**src/design/clock_source_defs.svh**
```systemverilog
// Register offsets, field positions, reset values and synchronizer stage count
`ifndef CLOCK_SOURCE_DEFS_SVH
`define CLOCK_SOURCE_DEFS_SVH

`define OFFSET_SOURCE_CONTROL  12'h000
`define OFFSET_DIVIDER_CONTROL 12'h004
`define OFFSET_COARSE_TRIM     12'h008
`define OFFSET_STATUS_TRIM     12'h00c

`define FIELD_SOURCE_SELECT    6
`define FIELD_STOP_KEEPALIVE   0
`define FIELD_DIVIDER_HI       7
`define FIELD_DIVIDER_LO       6
`define FIELD_LOOP_POWER_DOWN  3
`define FIELD_ACTIVE_SOURCE    2
`define FIELD_FINE_ADJUST      0

`define RESET_DIVIDER_SELECT   2'h1
`define RESET_COARSE_TRIM      8'h80
`define SYNC_STAGES            2

`endif

```
**src/design/clock_source_pkg.sv**
```systemverilog
// Types shared by the clock source control logic
package clock_source_pkg;

    typedef enum logic [2:0] {
        MODE_LOOP_ENGAGED   = 3'b000,
        MODE_LOOP_BYPASSED  = 3'b001,
        MODE_BYPASSED_LP    = 3'b010,
        MODE_STOP           = 3'b011
    } clock_mode_type;

endpackage

```
**src/design/internal_clock_source_ctrl.sv**
```systemverilog
// Clock source control: mode machine, dividers, APB register file
`timescale 1ns/1ps
`include "clock_source_defs.svh"

module internal_clock_source_ctrl #(
    parameter int LOOP_MULTIPLIER = 512,
    parameter int SYNC_DEPTH      = `SYNC_STAGES
) (
    // Clock and reset
    input  wire logic        REF_CLK,
    input  wire logic        RESET,
    // APB slave
    input  wire logic        PSEL,
    input  wire logic        PENABLE,
    input  wire logic        PWRITE,
    input  wire logic [11:0] PADDR,
    input  wire logic [31:0] PWDATA,
    output logic      [31:0] PRDATA,
    output logic             PREADY,
    output logic             PSLVERR,
    // Clock inputs from the analog cores
    input  wire logic        LOOP_CLK,
    input  wire logic        REFERENCE_CLK,
    // Device stop request
    input  wire logic        STOP_REQUEST,
    // Controls to the analog cores
    output logic             LOOP_ENABLE,
    output logic             REFERENCE_ENABLE,
    output logic      [15:0] LOOP_MULTIPLY,
    output logic      [8:0]  REFERENCE_TRIM,
    // Clock outputs and current mode
    output logic             SYSTEM_CLOCK_OUTPUT,
    output logic             BUS_CLOCK,
    output logic      [2:0]  MODE
);

    initial begin
        if (SYNC_DEPTH < 2 || LOOP_MULTIPLIER < 1 || LOOP_MULTIPLIER > 65535)
            $error("Unsupported parameter value");
    end

    clock_source_pkg::clock_mode_type mode_reg, mode_next;
    clock_source_pkg::clock_mode_type resume_reg, resume_next;
    logic       source_select_reg, source_select_next;
    logic       keepalive_reg, keepalive_next;
    logic [1:0] divider_reg, divider_next;
    logic       power_down_reg, power_down_next;
    logic [7:0] coarse_reg, coarse_next;
    logic       fine_reg, fine_next;
    logic [SYNC_DEPTH-1:0] sync_reg, sync_next;
    logic       active_reg, active_next;
    logic [3:0] sample_count_reg, sample_count_next;
    logic [2:0] div_count_reg, div_count_next;
    logic       out_reg, out_next;
    logic       bus_reg, bus_next;
    logic       loop_sample_reg, ref_sample_reg;
    logic       src_prev_reg, src_prev_next;
    logic       src_now;
    logic       src_edge;
    logic       write_access;
    logic       read_access;
    logic       mapped;

    // Register decode shared by the write path and the error response
    function automatic logic is_mapped(input logic [11:0] addr);
        is_mapped = (addr == `OFFSET_SOURCE_CONTROL)
                 || (addr == `OFFSET_DIVIDER_CONTROL)
                 || (addr == `OFFSET_COARSE_TRIM)
                 || (addr == `OFFSET_STATUS_TRIM);
    endfunction

    function automatic logic [7:0] div_limit(input logic [1:0] code);
        case (code)
            2'h0:    div_limit = 8'h00;
            2'h1:    div_limit = 8'h01;
            2'h2:    div_limit = 8'h03;
            default: div_limit = 8'h07;
        endcase
    endfunction

    assign mapped       = is_mapped(PADDR);
    assign write_access = PSEL && PENABLE && PWRITE && mapped;
    assign read_access  = PSEL && !PWRITE;
    assign PREADY       = 1'b1;
    assign PSLVERR      = PSEL && PENABLE && !mapped;

    // Register writes and mode machine
    always_comb begin
        source_select_next = source_select_reg;
        keepalive_next     = keepalive_reg;
        divider_next       = divider_reg;
        power_down_next    = power_down_reg;
        coarse_next        = coarse_reg;
        fine_next          = fine_reg;
        mode_next          = mode_reg;
        resume_next        = resume_reg;
        if (write_access) begin
            case (PADDR)
                `OFFSET_SOURCE_CONTROL: begin
                    source_select_next =
                        PWDATA[`FIELD_SOURCE_SELECT];
                    keepalive_next =
                        PWDATA[`FIELD_STOP_KEEPALIVE];
                end
                `OFFSET_DIVIDER_CONTROL: begin
                    // Takes effect at once, no staging register
                    divider_next =
                        PWDATA[`FIELD_DIVIDER_HI:`FIELD_DIVIDER_LO];
                    power_down_next =
                        PWDATA[`FIELD_LOOP_POWER_DOWN];
                end
                `OFFSET_COARSE_TRIM: begin
                    coarse_next = PWDATA[7:0];
                end
                `OFFSET_STATUS_TRIM: begin
                    fine_next = PWDATA[`FIELD_FINE_ADJUST];
                end
                default: ;
            endcase
        end
        case (mode_reg)
            clock_source_pkg::MODE_STOP: begin
                if (!STOP_REQUEST)
                    mode_next = resume_reg;
            end
            default: begin
                if (STOP_REQUEST) begin
                    resume_next = mode_reg;
                    mode_next   = clock_source_pkg::MODE_STOP;
                end else if (!source_select_next) begin
                    mode_next =
                        clock_source_pkg::MODE_LOOP_ENGAGED;
                end else if (power_down_next) begin
                    mode_next =
                        clock_source_pkg::MODE_BYPASSED_LP;
                end else begin
                    mode_next =
                        clock_source_pkg::MODE_LOOP_BYPASSED;
                end
            end
        endcase
    end

    // Trim survives reset, so it has no reset branch
    always_ff @(posedge REF_CLK) begin
        coarse_reg <= coarse_next;
        fine_reg   <= fine_next;
    end

    always_ff @(posedge REF_CLK) begin
        if (RESET) begin
            source_select_reg <= 1'b0;
            keepalive_reg     <= 1'b0;
            divider_reg       <= `RESET_DIVIDER_SELECT;
            power_down_reg    <= 1'b0;
            mode_reg          <= clock_source_pkg::MODE_LOOP_ENGAGED;
            resume_reg        <= clock_source_pkg::MODE_LOOP_ENGAGED;
        end else begin
            source_select_reg <= source_select_next;
            keepalive_reg     <= keepalive_next;
            divider_reg       <= divider_next;
            power_down_reg    <= power_down_next;
            mode_reg          <= mode_next;
            resume_reg        <= resume_next;
        end
    end

    // Switch source only on a synchronized select and while both samples low
    always_comb begin
        sync_next = {sync_reg[SYNC_DEPTH-2:0], source_select_reg};
        active_next = active_reg;
        sample_count_next = sample_count_reg;
        if (sync_reg[SYNC_DEPTH-1] != active_reg) begin
            if (!loop_sample_reg && !ref_sample_reg) begin
                active_next = sync_reg[SYNC_DEPTH-1];
                sample_count_next = sample_count_reg + 4'h1;
            end
        end
    end

    // Sampled copies of the analog clocks feed the divider path
    always_ff @(posedge REF_CLK) begin
        loop_sample_reg <= LOOP_CLK;
        ref_sample_reg  <= REFERENCE_CLK;
    end

    // Count source edges, not high samples, so every ratio is exact
    assign src_now  = active_reg ? ref_sample_reg : loop_sample_reg;
    assign src_edge = src_now != src_prev_reg;

    // Bus divider: output toggles at the selected rate, bus clock half of it
    always_comb begin
        div_count_next = div_count_reg;
        out_next = out_reg;
        bus_next = bus_reg;
        src_prev_next = src_now;
        if (mode_reg == clock_source_pkg::MODE_STOP) begin
            out_next = 1'b0;
        end else if (src_edge) begin
            // Divide by one copies the source edge for edge
            if ({5'h00, div_count_reg} >=
                div_limit(divider_reg)) begin
                div_count_next = 3'h0;
                out_next = !out_reg;
                if (!out_reg)
                    bus_next = !bus_reg;
            end else begin
                div_count_next = div_count_reg + 3'h1;
            end
        end
    end

    always_ff @(posedge REF_CLK) begin
        if (RESET) begin
            sync_reg         <= '0;
            active_reg       <= 1'b0;
            sample_count_reg <= 4'h0;
            div_count_reg    <= 3'h0;
            out_reg          <= 1'b0;
            bus_reg          <= 1'b0;
            src_prev_reg     <= 1'b0;
        end else begin
            sync_reg         <= sync_next;
            active_reg       <= active_next;
            sample_count_reg <= sample_count_next;
            div_count_reg    <= div_count_next;
            out_reg          <= out_next;
            bus_reg          <= bus_next;
            src_prev_reg     <= src_prev_next;
        end
    end

    // Read data registered in setup phase; unused bits are zero
    always_ff @(posedge REF_CLK) begin
        if (RESET) begin
            PRDATA <= 32'h00000000;
        end else if (read_access && !PENABLE) begin
            PRDATA <= 32'h00000000;
            case (PADDR)
                `OFFSET_SOURCE_CONTROL: begin
                    PRDATA[`FIELD_SOURCE_SELECT]  <= source_select_reg;
                    PRDATA[`FIELD_STOP_KEEPALIVE] <= keepalive_reg;
                end
                `OFFSET_DIVIDER_CONTROL: begin
                    PRDATA[`FIELD_DIVIDER_HI:`FIELD_DIVIDER_LO] <= divider_reg;
                    PRDATA[`FIELD_LOOP_POWER_DOWN] <= power_down_reg;
                end
                `OFFSET_COARSE_TRIM: PRDATA[7:0] <= coarse_reg;
                `OFFSET_STATUS_TRIM: begin
                    PRDATA[`FIELD_ACTIVE_SOURCE] <= active_reg;
                    PRDATA[`FIELD_FINE_ADJUST]   <= fine_reg;
                end
                default: ;
            endcase
        end
    end

    // Loop runs in engaged and plain bypassed modes only
    assign LOOP_ENABLE =
        (mode_reg == clock_source_pkg::MODE_LOOP_ENGAGED)
        || (mode_reg == clock_source_pkg::MODE_LOOP_BYPASSED);
    assign REFERENCE_ENABLE = (mode_reg != clock_source_pkg::MODE_STOP)
                           || keepalive_reg;
    assign LOOP_MULTIPLY = 16'(LOOP_MULTIPLIER);
    assign REFERENCE_TRIM = {coarse_reg, fine_reg};
    assign SYSTEM_CLOCK_OUTPUT = out_reg;
    assign BUS_CLOCK = bus_reg;
    assign MODE = mode_reg;

endmodule

```
**config.mk**
```make
export PLATFORM = sky130hd
export DESIGN_NAME = internal_clock_source_ctrl
export DESIGN_NICKNAME = d
export VERILOG_FILES = /design/src/design/clock_source_pkg.sv /design/src/design/internal_clock_source_ctrl.sv
export VERILOG_INCLUDE_DIRS = /design/src /design/src/design
export SDC_FILE = /design/constraint.sdc
export NUM_CORES = 1
export LEC_CHECK = 0
export BUFFER_PORTS_ARGS = -buffer_cell sky130_fd_sc_hd__buf_4
export CAP_MARGIN = 20
export CORE_AREA = 2 2 80 82
export CTS_CLUSTER_SIZE = 30
export DETAILED_ROUTE_END_ITERATION = 16
export DIE_AREA = 0 0 82 84
export HOLD_SLACK_MARGIN = 0.03
export RECOVER_POWER = 50
export REMOVE_ABC_BUFFERS = 1
export SKIP_LAST_GASP = 1
export SYNTH_ARGS = -nofsm -noshare
export SYNTH_HDL_FRONTEND = slang
export SYNTH_SLANG_ARGS = --single-unit
```
**constraint.sdc**
```tcl
create_clock -name REF_CLK -period 4.2 [get_ports REF_CLK]
set_clock_uncertainty 0.05 [all_clocks]
set_input_delay 0.63 -clock REF_CLK [delete_from_list [all_inputs] [get_ports REF_CLK]]
set_output_delay 0.63 -clock REF_CLK [all_outputs]
set_load 0.005 [all_outputs]
```
# == Yosys cells after proc, flatten, opt, wreduce, memory -nomap -nowiden ==
# Cells that the tools add are included.
# totals
ff_bits,39
latchBits,0
ram_bits,0
romBits,0
input_bits,52
elab_cells,83
n_memories,0
# classes
add_sub_neg,1
multipliers,0
div_mod_pow,0
magnitude_cmp,1
eq_ne,10
shift,0
n_mux,21
n_bitwise,2
reduce_logical,31
# ops
cell,n
$eq 12x4->1 const B,2
$mux 8,2
$reduce_and 2->1,7
$eq 12x3->1 const B,1
$logic_not 12->1,1
$mux 3,3
$pmux 3 s3,1
$ge 3x8->1,1
$mux 2,4
$logic_and 1x1->1,7
$logic_not 1->1,7
$mux 1,6
$pmux 1 s2,3
$pmux 1 s3,2
$logic_or 1x1->1,5
$reduce_and 4->1,1
$add 3x1->3 const B,1
$eq 3x1->1 const B,1
$eq 3x2->1 const B,1
$logic_not 3->1,1
$ne 3x2->1 const B,1
$eq 2x1->1 const B,1
$eq 2x2->1 const B,1
$logic_not 2->1,1
other kinds (3),5

# == Depth between registers and ports, before layout ==
# depth
word_depth,10
mapped_depth,7
ltp_nobuf,7

# == Worst setup path after synthesis ==
# No wires, ideal clock.
# synth_timing
path_type,input to output
start,in PADDR[1]
end,out PSLVERR
arrival_ps,1427
required_time_ps,3520
slack_ps,2093
path_stages,3
n_path_buf,0
cell_sequence,nor4_2 -> nand3_1 -> and3_1
# synth_between
elab_chain_cells,6
# synth_rtl
element,line_no,source
start: declaration,internal_clock_source_ctrl.sv:16,"input wire logic [11:0] PADDR,"
$eq 12x3->1 / $logic_not 12->1 (equally long branches),--,
$logic_or 1x1->1 (2 in series),internal_clock_source_ctrl.sv:66,is_mapped = (addr == `OFFSET_SOURCE_CONTROL)
$logic_or 1x1->1 *,internal_clock_source_ctrl.sv:66,
$logic_not 1->1 *,internal_clock_source_ctrl.sv:85,assign PSLVERR = PSEL && PENABLE && !mapped;
$logic_and 1x1->1 *,internal_clock_source_ctrl.sv:85,
end: declaration,internal_clock_source_ctrl.sv:20,"output logic PSLVERR,"
# Every way passes the cells marked *; elsewhere a longest branch is shown, timed or not.

# == Worst setup path in the final report ==
# layout_timing
start,in PADDR[7]
end,out PSLVERR
# The elaborated chain is that of the path after synthesis.

==> flow_metrics.tcl <==
set metrics [dict create \
    outcome "finished, final reports clean" \
    layout_common_cells "conb_1 (41), dfxtp_1 (30), buf_4 (24)" \
    cp.depth 5 \
    switching_share 0.2433 \
    max-slew-margin-rel 0.1833 \
    drive_gt1_frac 0.2556 \
    dr_total_vias 1553 \
    clk_latency_ns 0.29 \
    utilization 0.3943 \
    synth-simple-area-share 0.2233 \
    ys_seq_area_frac 0.4294 \
    ys_ff_latch 39 \
    r2r_start "divider_reg[1]" \
    slew_violations 0 \
    grt_overflow 0 \
    ff2ff_path_depth 7 \
    r2r-end "BUS_CLOCK" \
    syn_area_mm2 0.002028 \
    crit_arrival_ns 1.87 \
    whs_ns 0.3907 \
    wl_per_cell_um 11.62 \
    synthCells 217 \
    vias_per_cell 4.528 \
    setup.worst_path.start "PADDR[7]" \
    core_mm2 0.006096 \
    final_nets 321 \
    ff_latch_area_um2 870.8 \
    yosys_most_used_dff "dfxtp_1" \
    die_x_um 82 \
    worstPathRequired_ns 3.52 \
    clk_transition_reported_paths_ns 0.08 \
    numCtsBuffers 5 \
    critPathCapture "PSLVERR" \
    drt_pass1_iterations 4 \
    die-height_um 84 \
    finalCritPeriodShare 0.6075 \
    cts.repair.resized 0 \
    grt_usage 0.1175 \
    cts_hold_buf 0 \
    worst-path-buf-inv 2 \
    clock_path_buffers 2 \
    path_delay_family "simple AND/OR/NAND/NOR gates" \
    yosysWarnings 0 \
    worstHoldPathType "reg2reg" \
    criticalPathCategory "in2out" \
    fp.dieArea_mm2 0.006888 \
    muxShareOfSynthArea 0.05120 \
    seqPwrFrac 0.493 \
    grt_max_degree 29 \
    crit_path_frequent_cell "buf_4" \
    row_count 29 \
    grt_setup_unrepaired "false" \
    synth-edff-count 9 \
    end_kind "output pin" \
    fin_crit_ns 2.552 \
    drc 0 \
    setup_viol_count_final 0 \
    finalPower_mw 0.8162 \
    power.share.clock 0.381 \
    grt_pass1_wl_mm 6.244 \
    synth_top_family_by_area "simple AND/OR/NAND/NOR gates" \
    antenna_found_initial 0 \
    numPortBuffers 52 \
    io_pins 118 \
    root_buffer "clkbuf_8" \
    power.leakage_nw 1.048 \
    slowest_stage "nor4_2" \
    p_sw_mw 0.1985 \
    fill_cells 626 \
    h-tree-depth 2 \
    syn_avg_cell_area_um2 9.347 \
    cts_setup_buffers 0 \
    yosys.area_share.adder 0.02468 \
    critPathLaunchType "primary input" \
    drt_iter0_drc 48 \
    synth-compound-area-share 0.08452 \
    hold-path-cell-count 2 \
    cts_sinks 39 \
    multi_input_area_um2 940.9 \
    synth.distinct_cells 46 \
    p_int_mw 0.6176 \
    worst_slew_pin_slew_ns 1.225 \
    fin_setup_tns_ns 0 \
    grt_pass1_vias 1386 \
    synthToLayoutAreaGrowth_pct 18.51 \
    max_stage_delay_ns 0.48 \
    gp_congestion 0.7521 \
    cts_tree "built" \
    max_cap_viol_count 0 \
    dp_hpwl_mm 3.061 \
    postRouteAntennaNets 0 \
    hold_viol 0 \
    combPwrFrac 0.126 \
    start_util 0.3327 \
    fmax_mhz 391.9 \
    peakVddDrop_v 0.0001513 \
    diodes 0 \
    layout_commonest_cell "conb_1" \
    synth-xor-area-share 0.004318 \
    p_per_area_mw_per_mm2 339.6 \
    crit_path_cell_trace "buf_4 > nor4_2 > nand3_1 > and3_1 > buf_4" \
    cp_max_fo 5 \
    wl_mm 3.987 \
    async_reset_ff_frac 0 \
    regToRegSetupSlack_ns 2.05 \
]
-- cell usage after synthesis (3+ instances only) --
cell / number / area [um2]
a21oi_1: 16 / 80.08
a22oi_1: 4 / 30.03
and3_1: 4 / 25.02
buf_4: 43 / 322.8
clkbuf_1: 4 / 15.01
dfxtp_1: 30 / 600.6
edfxtp_1: 9 / 270.3
ha_1: 4 / 50.05
inv_1: 3 / 11.26
mux2_2: 3 / 33.78
mux2i_1: 7 / 70.07
nand2_1: 14 / 52.55
nand2b_1: 4 / 25.02
nand3_1: 9 / 45.04
nor2_1: 18 / 67.56
nor2b_1: 5 / 31.28
nor3_1: 4 / 20.02
o21ai_0: 3 / 15.01
-- through the flow --
stage                     worst slack (ns)  cells  cell area (um2)
after CTS                            1.649    343             2422
final                                1.648    343             2404
after detailed placement             1.652    335             2310
after global routing                 1.530    343             2404
after global placement               1.702    335             2310
after floorplan                      2.093    206             1823
-- worst min-delay path: stages (launching register included) --
cell and delay (ns):
dfxtp_1 0.30, nand2_1 0.05, a21oi_1 0.05
-- area by class of cell --
cell class / instances / share of cell area
clock buffer: 5 / 0.02863
clock inverter: 3 / 0.01822
inverter: 3 / 0.004685
multi-input combinational: 164 / 0.3915
sequential: 39 / 0.3623
tap: 77 / 0.04008
timing repair buffer: 52 / 0.1546
-- cells by family after synthesis --
| logic type | after synthesis |
|---|---|
| compound gates | 29 |
| xor+xnor | 1 |
| fa+ha+maj | 4 |
| buf+inv | 53 |
| flops | 39 |
| mux | 10 |
| other cells | 2 |
| simple gates | 79 |
-- metal layers --
layer  up-vias  track usage  wire length [um]
met5         -            0                 0
met4         0      0.04848                53
met3         7      0.04113               410
met2        74       0.1833              1819
met1       707       0.1453              1704
li1        765            -                 -
-- power by group through the flow --
stage	logic [mW]	registers (mW)	clock network [mW]
after detailed placement	0.106	0.411	0
after global placement	0.104	0.411	0
after global routing	0.119	0.405	0.341
after CTS	0.106	0.403	0.323
after floorplan	0.0559	0.410	0
final	0.103	0.403	0.311
-- worst min path at each step --
| stage | startpoint | to | slack (ns) |
|---|---|---|---|
| final | sync_reg[1] | active_reg | 0.39 |
| after global routing | REFERENCE_CLK | ref_sample_reg | 0.40 |
| after CTS | REFERENCE_CLK | ref_sample_reg | 0.38 |
| after detailed placement | sync_reg[1] | active_reg | 0.38 |
| after global placement | sync_reg[0] | sync_reg[1] | 0.38 |
| after floorplan | sync_reg[1] | active_reg | 0.36 |
No activity file was read; power rests on OpenSTA's default activity.
